`config.mk`:
```
export PLATFORM = sky130hd
export DESIGN_NAME = boundary_run_test_engine
export DESIGN_NICKNAME = d
export VERILOG_FILES = /design/src/verilog/boundary_run_test_engine.v
export VERILOG_INCLUDE_DIRS = /design/src /design/src/verilog
export SDC_FILE = /design/constraint.sdc
export NUM_CORES = 1
export LEC_CHECK = 0
export BUFFER_PORTS_ARGS = -buffer_cell sky130_fd_sc_hd__buf_2
export CAP_MARGIN = 0
export CORE_ASPECT_RATIO = 2
export CORE_MARGIN = 2
export CORE_UTILIZATION = 35
export CTS_BUF_LIST = sky130_fd_sc_hd__clkbuf_4
export CTS_CLUSTER_DIAMETER = 40
export DETAILED_ROUTE_END_ITERATION = 7
export PLACE_DENSITY = 0.59
export REMOVE_ABC_BUFFERS = 1
export SLEW_MARGIN = 5
export SYNTH_ARGS = -nofsm -noshare
export SYNTH_HDL_FRONTEND = slang
export SYNTH_SLANG_ARGS = --single-unit
export TNS_END_PERCENT = 10
```
`constraint.sdc`:
```
create_clock -name clk -period 3.2 [get_ports clk]
set_clock_uncertainty 0.05 [all_clocks]
set_input_delay 0.48 -clock clk [delete_from_list [all_inputs] [get_ports clk]]
set_output_delay 0.48 -clock clk [all_outputs]
set_load 0.02 [all_outputs]
```
`src/verilog/run_test_consts.vh`:
```
`ifndef RUN_TEST_CONSTS_VH
`define RUN_TEST_CONSTS_VH
// test control register layout
`define CTRL_WIDTH       11
`define CTRL_RESET       11'h000
`define CTRL_OP_HI       2
`define CTRL_OP_LO       0
`define CTRL_MASK_HI     10
`define CTRL_MASK_LO     3
// low two opcode bits, upper bit don't care
`define OP_SAMPLE_TOGGLE 2'h0
`define OP_PATTERN       2'h1
`define OP_SIGNATURE     2'h2
// full three-bit opcodes
`define OP_SIG_PATTERN   3'h3
`define OP_SIG_COUNT     3'h7
// feedback taps, bit i set means stage i feeds back
`define TAPS16_B_TO_A    16'hB400
`define TAPS16_A_TO_B    16'hD008
`define TAPS8_B_TO_A     8'hB8
`define TAPS8_A_TO_B     8'h8E
`define CELL_RESET       8'h00
`define SYNC_WIDTH       24
`endif

```
`src/verilog/boundary_run_test_engine.v`:
```
`include "run_test_consts.vh"
`default_nettype none

// Behaviour
// - control scan shifts; capture leaves contents unchanged
// - opcode taken from control bits two to zero
// - x00 sample/toggle, x01 16-bit pattern generation
// - x10 selects 16-bit signature of inputs
// - 011 selects 8-bit signature plus 8-bit pattern
// - 111 selects 8-bit signature plus binary count
// - run only with run instruction in idle
// - control cells excluded; enable cells still gate drive
// - run only when exactly one direction enabled
// - bits 10..3 mask source pins 7..0
// - mask one removes pin from signature
// - sample/toggle captures inputs, passes to core shadow
// - toggle outputs on rise, drive on fall
// - pattern advances on rise, driven and latched on fall
// - all-zero pattern seed stays locked at zero
// - signature compresses inputs, output shadows hold
// - combined signature and pattern, pattern driven on fall
// - count mode: opposite outputs count carries, 16 bits
// - sample on test clock rise, outputs change on fall
module boundary_run_test_engine (
	input  wire       clk,
	input  wire       rst_b,
	input  wire       tck,
	input  wire       tdi,
	input  wire       runSelectedTest,
	input  wire       tapIdle,
	input  wire       ctrlScanSelect,
	input  wire       captureDr,
	input  wire       shiftDr,
	input  wire       aSideDriveEnable_b,
	input  wire       bSideDriveEnable_b,
	input  wire [7:0] aPinIn,
	input  wire [7:0] bPinIn,
	input  wire       seedLoad,
	input  wire [7:0] seedAIn,
	input  wire [7:0] seedAOut,
	input  wire [7:0] seedBIn,
	input  wire [7:0] seedBOut,
	output reg        tdo,
	output reg  [7:0] aPinOut,
	output wire       aPinOutEn_b,
	output reg  [7:0] bPinOut,
	output wire       bPinOutEn_b,
	output reg  [7:0] coreAIn,
	output reg  [7:0] coreBIn,
	output wire [7:0] cellAIn,
	output wire [7:0] cellAOut,
	output wire [7:0] cellBIn,
	output wire [7:0] cellBOut,
	output wire [10:0] ctrlValue,
	output wire       testRunning
);

////////////////////////////////////////////////////////////////////////////////
// synchronisers: every pin and tap-side level passes two flip-flops

reg                    tckSync1_q;
reg                    tckSync2_q;
reg                    tckPrev_q;
reg  [`SYNC_WIDTH-1:0] sync1_q;
reg  [`SYNC_WIDTH-1:0] sync2_q;
wire [`SYNC_WIDTH-1:0] rawIn;

// msb first: pins of both sides, then the enable and tap-side levels
assign rawIn = {
	aPinIn,
	bPinIn,
	bSideDriveEnable_b,
	aSideDriveEnable_b,
	shiftDr,
	captureDr,
	ctrlScanSelect,
	tapIdle,
	runSelectedTest,
	tdi
};

always @(posedge clk or negedge rst_b) begin
	if (!rst_b) begin
		sync1_q <= {`SYNC_WIDTH{1'h0}};
		sync2_q <= {`SYNC_WIDTH{1'h0}};
	end else begin
		sync1_q <= rawIn;
		sync2_q <= sync1_q;
	end
end

////////////////////////////////////////////////////////////////////////////////
// test clock edges
// tck and the levels share one pipe depth, so tdi lines up with its rise
// tck must stay well under a third of the clk rate or edges are lost

always @(posedge clk or negedge rst_b) begin
	if (!rst_b) begin
		tckSync1_q <= 1'h0;
		tckSync2_q <= 1'h0;
		tckPrev_q  <= 1'h0;
	end else begin
		tckSync1_q <= tck;
		tckSync2_q <= tckSync1_q;
		tckPrev_q  <= tckSync2_q;
	end
end

wire       tckRise = tckSync2_q & ~tckPrev_q;
wire       tckFall = ~tckSync2_q & tckPrev_q;
wire       tdiS    = sync2_q[0];
wire       runS    = sync2_q[1];
wire       idleS   = sync2_q[2];
wire       scanS   = sync2_q[3];
wire       shiftS  = sync2_q[5];
wire       oeAS    = sync2_q[6];
wire       oeBS    = sync2_q[7];
wire [7:0] bPinS   = sync2_q[15:8];
wire [7:0] aPinS   = sync2_q[23:16];

////////////////////////////////////////////////////////////////////////////////
// test control register, scanned lsb first out, tdi into msb

reg [`CTRL_WIDTH-1:0] ctrl_q;

always @(posedge clk or negedge rst_b) begin
	if (!rst_b) begin
		ctrl_q <= `CTRL_RESET;
	end else if (tckRise && scanS && shiftS) begin
		ctrl_q <= {tdiS, ctrl_q[`CTRL_WIDTH-1:1]};
	end
end
// capture-dr is deliberately not decoded here, so contents stay put

always @(posedge clk or negedge rst_b) begin
	if (!rst_b) begin
		tdo <= 1'b0;
	end else if (tckFall) begin
		tdo <= ctrl_q[0];
	end
end

assign ctrlValue = ctrl_q;

wire [2:0] opcode = ctrl_q[`CTRL_OP_HI:`CTRL_OP_LO];
wire [7:0] mask   = ctrl_q[`CTRL_MASK_HI:`CTRL_MASK_LO];
// only 011 and 111 reach the 8-bit branch, so one compare splits them
wire       opSigCount = (opcode == `OP_SIG_COUNT);

// a outputs off and b outputs on means data flows a to b
wire aToB     = oeAS & ~oeBS;
wire dirValid = oeAS ^ oeBS;
// with both or neither direction enabled the engine idles, as bypass does
wire run      = runS & idleS & dirValid;

assign testRunning = run;

////////////////////////////////////////////////////////////////////////////////
// feedback steps; an all-zero state maps to itself, no escape is built

function [15:0] step16;
	input [15:0] v;
	input        dir;
	reg   [15:0] taps;
	reg          fb;
	begin
		taps   = dir ? `TAPS16_A_TO_B : `TAPS16_B_TO_A;
		fb     = ^(v & taps);
		// shift towards the msb, feedback enters stage zero
		step16 = {v[14:0], fb};
	end
endfunction

function [7:0] step8;
	input [7:0] v;
	input       dir;
	reg   [7:0] taps;
	reg         fb;
	begin
		taps  = dir ? `TAPS8_A_TO_B : `TAPS8_B_TO_A;
		fb    = ^(v & taps);
		// same direction as the wide register, so seeds read alike
		step8 = {v[6:0], fb};
	end
endfunction

////////////////////////////////////////////////////////////////////////////////
// boundary cells: shift stages and shadow latches per side

reg [7:0] aInCell_q;
reg [7:0] aOutCell_q;
reg [7:0] bInCell_q;
reg [7:0] bOutCell_q;
reg       driveOnFall_q;
reg       coreOnFall_q;

assign cellAIn  = aInCell_q;
assign cellAOut = aOutCell_q;
assign cellBIn  = bInCell_q;
assign cellBOut = bOutCell_q;

// source side: input cells; destination side: output cells
wire [7:0] srcIn   = aToB ? aInCell_q : bInCell_q;
wire [7:0] dstOut  = aToB ? bOutCell_q : aOutCell_q;
wire [7:0] oppOut  = aToB ? aOutCell_q : bOutCell_q;
wire [7:0] srcPins = aToB ? aPinS : bPinS;
wire [7:0] sigData;

// per pin: a set mask bit blanks that pin from the signature
genvar pin;
generate
	for (pin = 0; pin < 8; pin = pin + 1) begin : maskPin
		assign sigData[pin] = srcPins[pin] & ~mask[pin];
	end
endgenerate

reg [7:0]  nSrcIn;
reg [7:0]  nDstOut;
reg [7:0]  nOppOut;
reg [15:0] wide;
reg        drive;
reg        core;

always @* begin
	nSrcIn  = srcIn;
	nDstOut = dstOut;
	nOppOut = oppOut;
	wide    = {dstOut, srcIn};
	drive   = 1'b0;
	core    = 1'b1;
	case (opcode[1:0])
		`OP_SAMPLE_TOGGLE: begin
			nSrcIn  = srcPins;
			nDstOut = ~dstOut;
			drive   = 1'b1;
		end
		`OP_PATTERN: begin
			wide    = step16({dstOut, srcIn}, aToB);
			nDstOut = wide[15:8];
			nSrcIn  = wide[7:0];
			drive   = 1'b1;
		end
		`OP_SIGNATURE: begin
			wide    = step16({dstOut, srcIn}, aToB) ^ {8'h00, sigData};
			nDstOut = wide[15:8];
			nSrcIn  = wide[7:0];
		end
		default: begin
			nSrcIn = step8(srcIn, aToB) ^ sigData;
			drive  = 1'b1;
			if (opSigCount) begin
				nDstOut = dstOut + 8'h01;
				nOppOut = oppOut + {7'h00, &dstOut};
			end else begin
				nDstOut = step8(dstOut, aToB);
			end
		end
	endcase
end

////////////////////////////////////////////////////////////////////////////////
// fall qualifiers: only a fall that follows a running rise moves shadows

always @(posedge clk or negedge rst_b) begin
	if (!rst_b) begin
		driveOnFall_q <= 1'h0;
		coreOnFall_q  <= 1'h0;
	end else if (tckRise) begin
		driveOnFall_q <= run & drive;
		coreOnFall_q  <= run & core;
	end
end

// a side cells; rise steps them, the following fall moves shadows
always @(posedge clk or negedge rst_b) begin
	if (!rst_b) begin
		aInCell_q  <= `CELL_RESET;
		aOutCell_q <= `CELL_RESET;
	end else if (seedLoad) begin
		aInCell_q  <= seedAIn;
		aOutCell_q <= seedAOut;
	end else if (tckRise && run) begin
		if (aToB) begin
			aInCell_q  <= nSrcIn;
			aOutCell_q <= nOppOut;
		end else begin
			aOutCell_q <= nDstOut;
		end
	end
end

// b side cells; a seed load wins over a step in the same cycle
always @(posedge clk or negedge rst_b) begin
	if (!rst_b) begin
		bInCell_q  <= `CELL_RESET;
		bOutCell_q <= `CELL_RESET;
	end else if (seedLoad) begin
		bInCell_q  <= seedBIn;
		bOutCell_q <= seedBOut;
	end else if (tckRise && run) begin
		if (aToB) begin
			bOutCell_q <= nDstOut;
		end else begin
			bInCell_q  <= nSrcIn;
			bOutCell_q <= nOppOut;
		end
	end
end

////////////////////////////////////////////////////////////////////////////////
// shadows

// output shadows drive the pins; signature mode leaves them holding
always @(posedge clk or negedge rst_b) begin
	if (!rst_b) begin
		aPinOut <= `CELL_RESET;
		bPinOut <= `CELL_RESET;
	end else if (tckFall && driveOnFall_q) begin
		aPinOut <= aOutCell_q;
		bPinOut <= bOutCell_q;
	end
end

// input shadows feed the core after every running rise
always @(posedge clk or negedge rst_b) begin
	if (!rst_b) begin
		coreAIn <= `CELL_RESET;
		coreBIn <= `CELL_RESET;
	end else if (tckFall && coreOnFall_q) begin
		coreAIn <= aInCell_q;
		coreBIn <= bInCell_q;
	end
end

////////////////////////////////////////////////////////////////////////////////
// drive enables

// enable cells keep deciding drive or float during self
assign aPinOutEn_b = oeAS;
assign bPinOutEn_b = oeBS;

endmodule

`default_nettype wire

```
Word level (Yosys, flattened, before mapping)
Cells that the tools add are included.
{"block": "totals", "register_bits": 129, "out_inout_bits": 79}
{"block": "classes", "bitwise_logic": 32, "eq_ne": 4, "muxes": 24, "n_addsub": 2, "n_reduce_logical": 15}
{"cell": "2-to-1 mux 8 bit", "n": 19}
{"cell": "case mux 8 bit (3 select lines)", "n": 2}
{"cell": "AND 16 bit", "n": 1}
{"cell": "AND 8 bit", "n": 2}
{"cell": "XOR reduction 16 bit", "n": 1}
{"cell": "XOR reduction 8 bit", "n": 2}
{"cell": "bitwise XOR 16 x 8 -> 16 bit", "n": 1}
{"cell": "2-to-1 mux 15 bit", "n": 1}
{"cell": "AND 1 bit", "n": 14}
{"cell": "NOT 1 bit", "n": 11}
{"cell": "adder 8 x 1 -> 8 bit", "n": 1}
{"cell": "adder 8 x 1 -> 8 bit (second input constant)", "n": 1}
{"cell": "NOT 8 bit", "n": 1}
{"cell": "AND reduction 8 bit", "n": 1}
{"cell": "bitwise XOR 8 bit", "n": 1}
{"cell": "2-to-1 mux 6 bit", "n": 1}
{"cell": "logical AND 1 bit", "n": 5}
{"cell": "AND reduction 2 bit", "n": 2}
{"cell": "nonzero test 2 bit", "n": 2}
{"cell": "== test 3 bit (second input constant)", "n": 1}
{"cell": "OR reduction 3 bit", "n": 1}
{"cell": "== test 2 x 1 -> 1 bit (second input constant)", "n": 1}
{"cell": "== test 2 bit (second input constant)", "n": 1}
{"cell": "logical NOT 2 bit", "n": 1}
{"cell": "other kinds (3)", "n": 3}

Longest topological paths before layout
Gate-level depths: netlist (run 1).
{"block": "depth", "depth_word": 10, "depth_mapped": 17, "ltp_nobuf": 16}

Least setup slack after synthesis (run 1)
No wires, ideal clock.
{"block": "synth_timing", "path_kind": "register to register", "startpoint": "register sync2_q[7]", "endpoint": "register bOutCell_q[5] (netlist: cellBOut[5])", "synth_period_minus_slack_ps": 3459, "setup_slack_ps": -259, "n_path_buf": 2, "stages_incl_launch_ff": 18, "t_arrival_ps": 3322, "t_required_ps": 3063, "cell_sequence": "dfrtp_1 -> inv_1 -> ha_1 -> buf_4 -> buf_4 -> mux2_2 -> ha_1 -> nand2_1 -> or3_1 -> nor2_1 -> ha_1 -> nand3_1 -> nor4_4 -> nand2_2 -> xnor2_2 -> mux2i_1 -> mux2_2 -> a22oi_1"}
{"block": "synth_via", "elab_chain_cells": 10}
{"item": "from (decl)", "line_no": "boundary_run_test_engine.v:65", "source": "reg [`SYNC_WIDTH-1:0] sync2_q;"}
{"item": "from (signal assigned)", "line_no": "boundary_run_test_engine.v:85", "source": "sync2_q <= {`SYNC_WIDTH{1'h0}};"}
{"item": "from (signal assigned)", "line_no": "boundary_run_test_engine.v:88", "source": "sync2_q <= sync1_q;"}
{"item": "NOT 1 bit", "line_no": "boundary_run_test_engine.v:151", "source": "wire aToB = oeAS & ~oeBS;"}
{"item": "AND 1 bit", "line_no": "boundary_run_test_engine.v:151"}
{"item": "2-to-1 mux 8 bit", "line_no": "boundary_run_test_engine.v:204", "source": "wire [7:0] dstOut = aToB ? bOutCell_q : aOutCell_q;"}
{"item": "AND reduction 8 bit", "line_no": "boundary_run_test_engine.v:253", "source": "nOppOut = oppOut + {7'h00, &dstOut};"}
{"item": "adder 8 x 1 -> 8 bit", "line_no": "boundary_run_test_engine.v:253"}
{"item": "2-to-1 mux 8 bit", "line_no": "boundary_run_test_engine.v:251", "source": "if (opSigCount) begin"}
{"item": "2-to-1 mux 8 bit", "line_no": "boundary_run_test_engine.v:231", "source": "case (opcode[1:0])"}
{"item": "2-to-1 mux 8 bit", "line_no": "boundary_run_test_engine.v:301", "source": "if (aToB) begin"}
{"item": "2-to-1 mux 8 bit", "line_no": "boundary_run_test_engine.v:300", "source": "end else if (tckRise && run) begin"}
{"item": "2-to-1 mux 8 bit", "line_no": "boundary_run_test_engine.v:297", "source": "end else if (seedLoad) begin"}
{"item": "to (signal assigned)", "line_no": "boundary_run_test_engine.v:296", "source": "bOutCell_q <= `CELL_RESET;"}
{"item": "to (signal assigned)", "line_no": "boundary_run_test_engine.v:299", "source": "bOutCell_q <= seedBOut;"}
{"item": "to (signal assigned)", "line_no": "boundary_run_test_engine.v:302", "source": "bOutCell_q <= nDstOut;"}
{"item": "to (decl)", "line_no": "boundary_run_test_engine.v:193", "source": "reg [7:0] bOutCell_q;"}
Several ways; a longest one is shown, not always the timed one. The select of a mux whose other input is x is not followed.
A chain may end at the register's enable or synchronous reset.

Worst setup path after layout (run 1)
{"block": "layout_timing", "startpoint": "register sync2_q[6]", "endpoint": "register bOutCell_q[6] (netlist: cellBOut[6])"}
{"block": "layout_via", "elab_chain_cells": 9}
{"item": "AND 1 bit", "line_no": "boundary_run_test_engine.v:151"}
{"item": "2-to-1 mux 8 bit", "line_no": "boundary_run_test_engine.v:204"}
{"item": "AND reduction 8 bit", "line_no": "boundary_run_test_engine.v:253"}
{"item": "adder 8 x 1 -> 8 bit", "line_no": "boundary_run_test_engine.v:253"}
{"item": "2-to-1 mux 8 bit", "line_no": "boundary_run_test_engine.v:251"}
{"item": "2-to-1 mux 8 bit", "line_no": "boundary_run_test_engine.v:231"}
{"item": "2-to-1 mux 8 bit", "line_no": "boundary_run_test_engine.v:301"}
{"item": "2-to-1 mux 8 bit", "line_no": "boundary_run_test_engine.v:300"}
{"item": "2-to-1 mux 8 bit", "line_no": "boundary_run_test_engine.v:297"}
Several ways; a longest one is shown, not always the timed one. The select of a mux whose other input is x is not followed.

==> run metrics, run 1 <==
Crit path arrival time=3.53 ns; Setup crit end=cellBOut[6]; Placed Area=7570 um2; Synth Flop Type=dfrtp_1; CP Class=reg2reg; Bufs and invs on worst path=2; Worst path depth=15; fin crit share=99.1%; Max Cap Violations=0; Initial Utilization=35.3%; Initial DRT Pass Iterations=7; crit-path max cell delay=0.43 ns; Via density=5.24; Post-Syn Area=6400 um2; Post-synth EDFFs=0; # IOs=139; DIE HEIGHT=195 um; R2R cell count=15; post-synthesis cell count=588; Layout Nets=859; Post-synth ARST share=100%; routed via count=5341; Worst Tran Pin Value=0.832 ns; Seq/Total Area, Yosys=49.7%; DRC viols=0; GPL Wtd Cong=0.931; Final WS setup=0.0289 ns; Crit path required time=3.56 ns; yosys synthesis warning count=0; antenna violations before repair=1; slew margin rel.=44.4%; CP Capture Type=flip-flop; Max VDD drop=0.334 mV; CP startpoint=sync2_q[6]; post-route cell area=8310 um2; pwr dens=543 nW/um2; routed len/inst=19.3 um; Final ANT Viol Nets=0; P&R area growth vs syn=29.8%; fin cells=1019; WHS Path Cells=3; clk buf depth=2; Leak=3.82 nW; gr ovfl total=0; Avg Synthesized Cell Area=10.9 um2; placed insts=952; worst skew pair latency=0.56 ns; register bit count reported by yosys=127; pin count of the biggest net entering global routing=78; HPWL after DPL=14.6 mm; Peak Freq=315 MHz; RR Endpoint=cellBOut[6]; Rows=70; vias in the first global route=5706; commonest non-fill, non-tap cell in the layout=buf_2; CTS root buffer=clkbuf_4; Max Slew Vio Count=0; HP Class=in2reg; Port Buffers=137; Fin Hold WS=0.0931 ns; Filler Cell Count=1714; critical path cell sequence=ha_4 > buf_4 > and2b_1 > a21oi_2 > or3_4 > nor2_4 > ha_4 > buf_6 > ha_2 > nand3_2 > a21oi_4 > nand2_2 > xnor2_2 > mux2i_1 > a221o_1; Worst setup SP type=flip-flop; first-pass GRT wire length=30.8 mm; GRT Util Overall=20.9%; Hold Violations, Final=0; Max FO, Critical Path=5; status=complete, no violations; Die W=99.6 um; worst reg-to-reg setup slack=0.03 ns; RSZ-0062 raised after global routing=true; # setup viols final=0; commonest non-fill, non-tap cells in the layout=buf_2 (136), dfrtp_1 (127), nand2_1 (60); Inserted Clock Buffers=17; Core ar.=18100 um2; die footprint=19400 um2; Crit-path slowest cell=dfrtp_1; clk sinks=127; fin crit period=3.17 ns; most frequent CP cell=ha_4; layout cells sized above 1=38.9%; Unique masters post-synth=57; CTS tree=yes; initial detailed-routing violation count=224; H-Tree Depth=4; Total Wirelength=19.7 mm; dpl ws=-0.310 ns; Worst-path clk slew=0.13 ns; Crit path max-delay family=simple AND/OR/NAND/NOR gates; origin of the critical flop-to-flop path=sync2_q[6]
per-stage QoR:
stage / total power, mW / util, % / setup TNS, ns
final: 4.51 / 45.8 / 0
after global routing: 4.77 / 45.8 / -0.589
after CTS: 4.57 / 45.5 / 0
after detailed placement: 3.41 / 41.8 / -1.38
after global placement: 3.37 / 41.8 / -1.14
after floorplan: 2.86 / - / -10.22
worst reg2reg max path, cell delays in order (launching register included):
cell and delay [ns]:
dfrtp_1 0.43, ha_4 0.21, buf_4 0.16, and2b_1 0.22, a21oi_2 0.06, or3_4 0.41
nor2_4 0.13, ha_4 0.17, buf_6 0.09, ha_2 0.15, nand3_2 0.09, a21oi_4 0.20
nand2_2 0.09, xnor2_2 0.18, mux2i_1 0.12, a221o_1 0.31
cells by family after synthesis:
group | after synthesis | synth area share (%)
flops | 127 | 49.7
fa+ha+maj | 10 | 1.96
simple gates | 157 | 12.1
mux | 83 | 14.1
buf+inv | 49 | 3.25
xor+xnor | 39 | 5.67
compound gates | 123 | 13.3
cell type report:
| cell class | count | area (um2) | area share, % |
|---|---|---|---|
| antenna | 1 | 2.50 | 0.0301 |
| clock buffer | 20 | 150 | 1.81 |
| clock inverter | 12 | 119 | 1.43 |
| inverter | 12 | 45.0 | 0.542 |
| multi-input combinational | 412 | 3150 | 37.9 |
| sequential | 127 | 3180 | 38.3 |
| tap | 216 | 270 | 3.25 |
| timing repair buffer | 219 | 1400 | 16.8 |
where the power goes:
group	leakage, nW	switching, mW	internal (mW)	total, mW
logic	2.13	0.770	0.615	1.39
registers	1.54	0.180	1.85	2.03
clock network	0.146	0.615	0.481	1.10
cell usage after synthesis (all sizes together) (2+ instances only):
master,instances,area share (%)
dfrtp,127,50
nand2,64,3.8
mux2,55,9.7
o21ai,36,2.8
xnor2,29,4.1
mux2i,28,4.4
nor2,28,1.6
clkbuf,25,1.5
a21oi,18,1.5
nor2b,17,1.7
buf,12,1.1
a221o,11,1.7
ha,10,2.0
inv,10,0.59
nand3,10,0.78
nor3b,9,1.1
o31ai,9,1.1
xor2,9,1.2
a22oi,8,0.94
o211ai,7,0.90
a32oi,6,0.82
nor3,6,0.47
a31oi,5,0.49
nand3b,5,0.59
o221ai,5,0.68
a211oi,4,0.55
a221oi,3,0.41
and3,3,0.29
o22ai,3,0.29
or2,3,0.29
or3,3,0.29
and2,2,0.20
clkinv,2,0.12
nand2b,2,0.20
what timing repair did:
item | 4_1_cts | 5_1_grt
pin swaps | 8 | 12
setup buffers | 8 | 1
endpoints found under the setup margin | 9 | 9
hold buffers | 25 | 0
gates resized for setup | 22 | 8
hold endpoints to repair | 100 | 0
per-layer routing:
metal,share of wire (%),GRT usage (%),wire length [um]
met4,3.7,10.6,728
met2,58,40.1,11500
met3,3.3,3.54,649
met1,35,20.8,6830
met5,0,0,0
worst min path at each step:
stage                startpoint           to  slack (ns)
global route        seedAOut[1]  cellAOut[1]        0.03
floorplan                 rst_b   aPinOut[0]        0.13
detailed placement   sync1_q[0]   sync2_q[0]        0.28
CTS                 seedAOut[1]  cellAOut[1]        0.04
finish              seedAOut[2]  cellAOut[2]        0.09
global placement    sync1_q[21]  sync2_q[21]        0.28
Power figures use the tool's default switching activity.
==> run 2, diff against run 1 <==
--- a/config.mk
+++ b/config.mk
@@ -8,13 +8,15 @@
 export LEC_CHECK = 0
 export BUFFER_PORTS_ARGS = -buffer_cell sky130_fd_sc_hd__buf_2
 export CAP_MARGIN = 0
-export CORE_ASPECT_RATIO = 2
+export CELL_PAD_IN_SITES_DETAIL_PLACEMENT = 1
+export CELL_PAD_IN_SITES_GLOBAL_PLACEMENT = 1
+export CORE_ASPECT_RATIO = 0.75
 export CORE_MARGIN = 2
 export CORE_UTILIZATION = 35
 export CTS_BUF_LIST = sky130_fd_sc_hd__clkbuf_4
 export CTS_CLUSTER_DIAMETER = 40
 export DETAILED_ROUTE_END_ITERATION = 7
-export PLACE_DENSITY = 0.59
+export PLACE_DENSITY = 0.72
 export REMOVE_ABC_BUFFERS = 1
 export SLEW_MARGIN = 5
 export SYNTH_ARGS = -nofsm -noshare
==> run metrics, run 2 (same netlist as run 1, synthesis figures left out) <==
Die W=160 um; Total Wirelength=20.1 mm; first-pass GRT wire length=32.0 mm; Max Cap Violations=0; Rows=42; Inserted Clock Buffers=17; pwr dens=548 nW/um2; Leak=3.78 nW; Worst setup SP type=flip-flop; R2R cell count=15; placed insts=974; dpl ws=-0.303 ns; commonest non-fill, non-tap cells in the layout=buf_2 (136), dfrtp_1 (127), nand2_1 (61); die footprint=19400 um2; commonest non-fill, non-tap cell in the layout=buf_2; clk buf depth=2; fin crit period=3.15 ns; DIE HEIGHT=121 um; Fin Hold WS=0.0613 ns; fin crit share=98.3%; Internal=2.91 mW; Core ar.=17800 um2; antenna violations before repair=2; status=complete, no violations; WHS Path Cells=3; switching part of the total=35.7%; CP Class=reg2reg; HPWL after DPL=14.7 mm; Psw=1.61 mW; Initial DRT Pass Iterations=4; GPL Wtd Cong=0.877; RR Endpoint=cellBOut[5]; GRT Util Overall=21.5%; RSZ-0062 raised after global routing=true; Worst Hold Path EP=cellAOut[2]; # IOs=139; layout cells sized above 1=37.6%; Initial Utilization=36.0%; combinational group share of total power=30.4%; vias in the first global route=5710; Layout Nets=853; CP Capture Type=flip-flop; Placed Area=7590 um2; worst skew pair latency=0.58 ns; routed via count=5407; Peak Freq=318 MHz; Post-Route Setup TNS=0 ns; CTS root buffer=clkbuf_4; P&R area growth vs syn=29.1%; routed len/inst=19.4 um; CTS tree=yes; pin count of the biggest net entering global routing=68; Hold Violations, Final=0; H-Tree Depth=4; Filler Cell Count=2028; Port Buffers=137; initial detailed-routing violation count=291; DRC viols=0; Worst Tran Pin Value=0.831 ns; Max VDD drop=0.226 mV; Worst-path clk slew=0.12 ns; # setup viols final=0; CP startpoint=sync2_q[7]; Max Slew Vio Count=0; HP Class=in2reg; Crit path arrival time=3.57 ns; origin of the critical flop-to-flop path=sync2_q[7]; worst reg-to-reg setup slack=0.05 ns; post-route cell area=8260 um2; Max FO, Critical Path=13; clk sinks=127; Crit path required time=3.63 ns; fin cells=1039; Via density=5.20; Clock Power Share=24.4%; Hold Startpoint=seedAOut[2]; slew margin rel.=44.5%; sequential power share=45.2%; Final ANT Viol Nets=0; Final WS setup=0.0528 ns; gr ovfl total=0
==> run 2: cell types whose count changed in the layout (fill, tap and decap cells not counted), moves of 2 or more <==
cell and change:
buf_4 -6, clkbuf_4 -3, clkinv_2 -2, clkinvlp_4 +2
inv_6 +2
==> run 2: timing repair <==
item                                   in CTS  in global routing
setup endpoints to repair                   8                 10
endpoints found under the hold margin      90                  0
hold buffers                               25                  0
buffers inserted                            3                  4
pin swaps                                   3                  9
gates resized for setup                     6                 16
==> run 2: through the flow <==
| stage | power, mW | util [%] |
|---|---|---|
| 6_report | 4.53 | 46.5 |
| 4_1_cts | 4.57 | 45.9 |
| 3_5_place_dp | 3.42 | 42.7 |
| 2_1_floorplan | 2.86 | - |
| 3_3_place_gp | 3.36 | 42.7 |
| 5_1_grt | 4.79 | 46.5 |
==> run 2: worst max-delay path: stages (launching register included) <==
cell,delay (ns)
dfrtp_1,0.39
inv_2,0.06
ha_4,0.19
buf_6,0.16
and2b_1,0.23
a21oi_2,0.05
or3_4,0.42
nor2_4,0.11
ha_4,0.16
nand3_4,0.09
nor4_4,0.31
nand2_1,0.11
xnor2_1,0.16
mux2i_1,0.09
mux2_2,0.27
a22oi_2,0.18
==> run 2: area by class of cell <==
class / instances / area (um2) / share of cell area, %
Multi-Input combinational cell: 412 / 3100 / 37.5
Tap cell: 242 / 303 / 3.66
Sequential cell: 127 / 3180 / 38.5
Clock inverter: 14 / 141 / 1.71
Antenna cell: 2 / 5.00 / 0.0606
Inverter: 12 / 45.0 / 0.545
Timing Repair Buffer: 213 / 1360 / 16.5
Clock buffer: 17 / 128 / 1.54
==> run 2: power by group through the flow <==
| stage | sequential (mW) | combinational [mW] | clock [mW] |
|---|---|---|---|
| global placement | 2.06 | 1.30 | 0 |
| finish | 2.04 | 1.38 | 1.11 |
| global route | 2.09 | 1.48 | 1.22 |
| CTS | 2.05 | 1.37 | 1.15 |
| floorplan | 2.32 | 0.534 | 0 |
| detailed placement | 2.08 | 1.34 | 0 |
==> run 2: routing by layer <==
| layer | global-route usage [%] | up-vias | part of all wire [%] |
|---|---|---|---|
| met5 | 0 | - | 0 |
| met4 | 7.60 | 0 | 2.0 |
| met3 | 4.10 | 32 | 3.9 |
| met2 | 34.9 | 134 | 48 |
| met1 | 29.0 | 2744 | 46 |
| li1 | - | 2497 | - |
==> run 2: how the worst max path moves through the flow <==
stage,slack (ns),to
final,0.05,cellBOut[5]
after global routing,-0.11,cellBOut[5]
after CTS,0.007,cellBOut[5]
after detailed placement,-0.30,cellBOut[5]
after global placement,-0.09,cellBOut[5]
after floorplan,-0.93,cellBOut[5]
==> run 3, diff against run 2 <==
--- a/config.mk
+++ b/config.mk
@@ -6,6 +6,7 @@
 export SDC_FILE = /design/constraint.sdc
 export NUM_CORES = 1
 export LEC_CHECK = 0
+export ABC_AREA = 1
 export BUFFER_PORTS_ARGS = -buffer_cell sky130_fd_sc_hd__buf_2
 export CAP_MARGIN = 0
 export CELL_PAD_IN_SITES_DETAIL_PLACEMENT = 1
@@ -16,7 +17,7 @@
 export CTS_BUF_LIST = sky130_fd_sc_hd__clkbuf_4
 export CTS_CLUSTER_DIAMETER = 40
 export DETAILED_ROUTE_END_ITERATION = 7
-export PLACE_DENSITY = 0.72
+export PLACE_DENSITY = 0.75
 export REMOVE_ABC_BUFFERS = 1
 export SLEW_MARGIN = 5
 export SYNTH_ARGS = -nofsm -noshare
==> run metrics, run 3 <==
Internal=3.00 mW; yosys synthesis warning count=0; CTS root buffer=clkbuf_4; Seq/Total Area, Yosys=51.6%; # IOs=139; Yosys top cell by area=dfrtp_1; gr ovfl total=0; Die W=157 um; fin crit period=2.98 ns; die footprint=18700 um2; Clock Power Share=23.7%; Initial Utilization=36.2%; Synth top area share=51.6%; Leak=3.94 nW; commonest non-fill, non-tap cell in the layout=nand2_1; Placed Area=7140 um2; CTS tree=yes; Via density=4.86; routed len/inst=16.4 um; most frequent CP cell=nand2_1; status=complete, no violations; HP Class=in2reg; Fin Hold WS=0.0790 ns; Worst-path clk slew=0.14 ns; Initial DRT Pass Iterations=4; # setup viols final=0; sequential power share=41.0%; Worst Tran Pin Value=1.24 ns; Commonest cells post-synth=nand2_1 (247), dfrtp_1 (127), o21ai_0 (62), inv_1 (61), nor2_1 (44); Max Slew Vio Count=0; P&R area growth vs syn=26.4%; combinational group share of total power=35.2%; DRC viols=0; clk sinks=127; pwr dens=652 nW/um2; critical path cell sequence=ha_4 > buf_12 > inv_2 > nand2_1 > nand2_2 > nand2_2 > nor2_2 > nand4_1 > nor2_1 > ha_2 > ha_1 > inv_1 > nor2_4 > nand3_4 > nor2_4 > xnor2_1 > nand2_1 > nand2_1 > o21ai_1 > nand2_1; Crit path arrival time=3.40 ns; Crit-path slowest cell=dfrtp_1; Crit path required time=3.62 ns; antenna violations before repair=1; worst reg-to-reg setup slack=0.22 ns; vias in the first global route=5810; clk buf depth=2; register bit count reported by yosys=127; Rows=41; Worst setup SP type=flip-flop; Layout Nets=989; Inserted Clock Buffers=17; switching part of the total=41.0%; HPWL after DPL=13.7 mm; fin crit share=93.0%; count leader, synth=nand2_1; worst skew pair latency=0.57 ns; layout cells sized above 1=23.5%; Peak Freq=336 MHz; DIE HEIGHT=119 um; H-Tree Depth=4; GRT Util Overall=21.3%; GPL Wtd Cong=0.836; Max Cap Violations=0; final core utilization=45.8%; post-route cell area=7790 um2; routed via count=5682; Core ar.=17000 um2; Synth Flop Type=dfrtp_1; slew margin rel.=17.1%; CP Capture Type=flip-flop; Port Buffers=137; first-pass GRT wire length=30.7 mm; placed insts=1106; Post-synth EDFFs=0; CP Class=reg2reg; Max VDD drop=0.391 mV; pin count of the biggest net entering global routing=64; Psw=2.08 mW; Avg Synthesized Cell Area=8.23 um2; crit-path max cell delay=0.46 ns; Post-synth ARST share=100%; fin cells=1169; initial detailed-routing violation count=277; Final ANT Viol Nets=0; Post-Syn Area=6160 um2; Max FO, Critical Path=13; Unique masters post-synth=33; Total Wirelength=19.2 mm; post-synthesis cell count=749; synth top area cells=dfrtp_1 (52%), nand2_1 (15%), o21ai_0 (5.0%), inv_1 (3.7%), nand3_1 (2.9%); commonest non-fill, non-tap cells in the layout=nand2_1 (247), buf_2 (136), dfrtp_1 (127); Hold Violations, Final=0
[run 3: kinds of logic after synthesis]
family	synth area share, %
multiplexers	1.81
AO/OA/AOI/OAI	13.9
AND/OR/NAND/NOR	21.9
flip-flops	51.6
XOR/XNOR	2.27
buffers and inverters	6.58
adder cells (fa/ha/maj)	2.03
[run 3: repair_timing]
action / CTS / global route
setup buffers: 0 / 4
setup endpoints to repair: 0 / 8
endpoints found under the hold margin: 49 / 0
hold buffers: 25 / 0
resized for setup: 0 / 11
[run 3: final cells by class]
| type | instances | area, um2 |
|---|---|---|
| fill | 2120 | 9240 |
| sequential | 127 | 3180 |
| multi-input combinational | 523 | 2630 |
| timing repair buffer | 183 | 1140 |
| tap | 236 | 295 |
| inverter | 67 | 254 |
| clock inverter | 15 | 173 |
| clock buffer | 17 | 128 |
| antenna | 1 | 2.50 |
[run 3: layer usage]
metal	global-route usage, %	vias up	wire [um]
li1	-	2764	-
met1	30.7	2752	9450
met2	30.5	147	8080
met3	6.84	19	1380
met4	5.85	0	289
met5	0	-	0
[run 3: final timing paths]
check                            startpoint          end  cells after the start
worst min-delay path             seedAIn[5]   cellAIn[5]                      3
worst min register to register  sync1_q[21]  sync2_q[21]                      0
worst max-delay path             sync2_q[6]  cellBOut[6]                     20
max in group asynchronous             rst_b   sync2_q[7]                      3
min in group asynchronous             rst_b  cellBOut[3]                      2
worst max register to register   sync2_q[6]  cellBOut[6]                     20
[run 3: worst max-delay path: cells and delay by family, from the launching register on]
kind,cells,cell delay (ns)
DFF,1,0.46
xor gates and xnor gates,1,0.09
and+or+nand+nor,12,1.26
buffers and inverters,3,0.28
AOI/OAI and AO/OA,1,0.13
adders and majority gates,3,0.57
[run 3: through the flow]
step	power, mW	setup WS, ns	TNS [ns]
global placement	3.82	0.141	0
finish	5.08	0.223	0
CTS	5.10	0.0425	0
detailed placement	3.87	0.0562	0
floorplan	3.19	-0.138	-0.468
global route	5.43	-0.0344	-0.0599
[run 3: power groups by stage]
| stage | clock network (mW) | logic (mW) | registers, mW |
|---|---|---|---|
| floorplan | 0 | 0.773 | 2.42 |
| global placement | 0 | 1.71 | 2.11 |
| detailed placement | 0 | 1.75 | 2.12 |
| CTS | 1.23 | 1.78 | 2.09 |
| global route | 1.31 | 1.99 | 2.13 |
| finish | 1.21 | 1.79 | 2.09 |
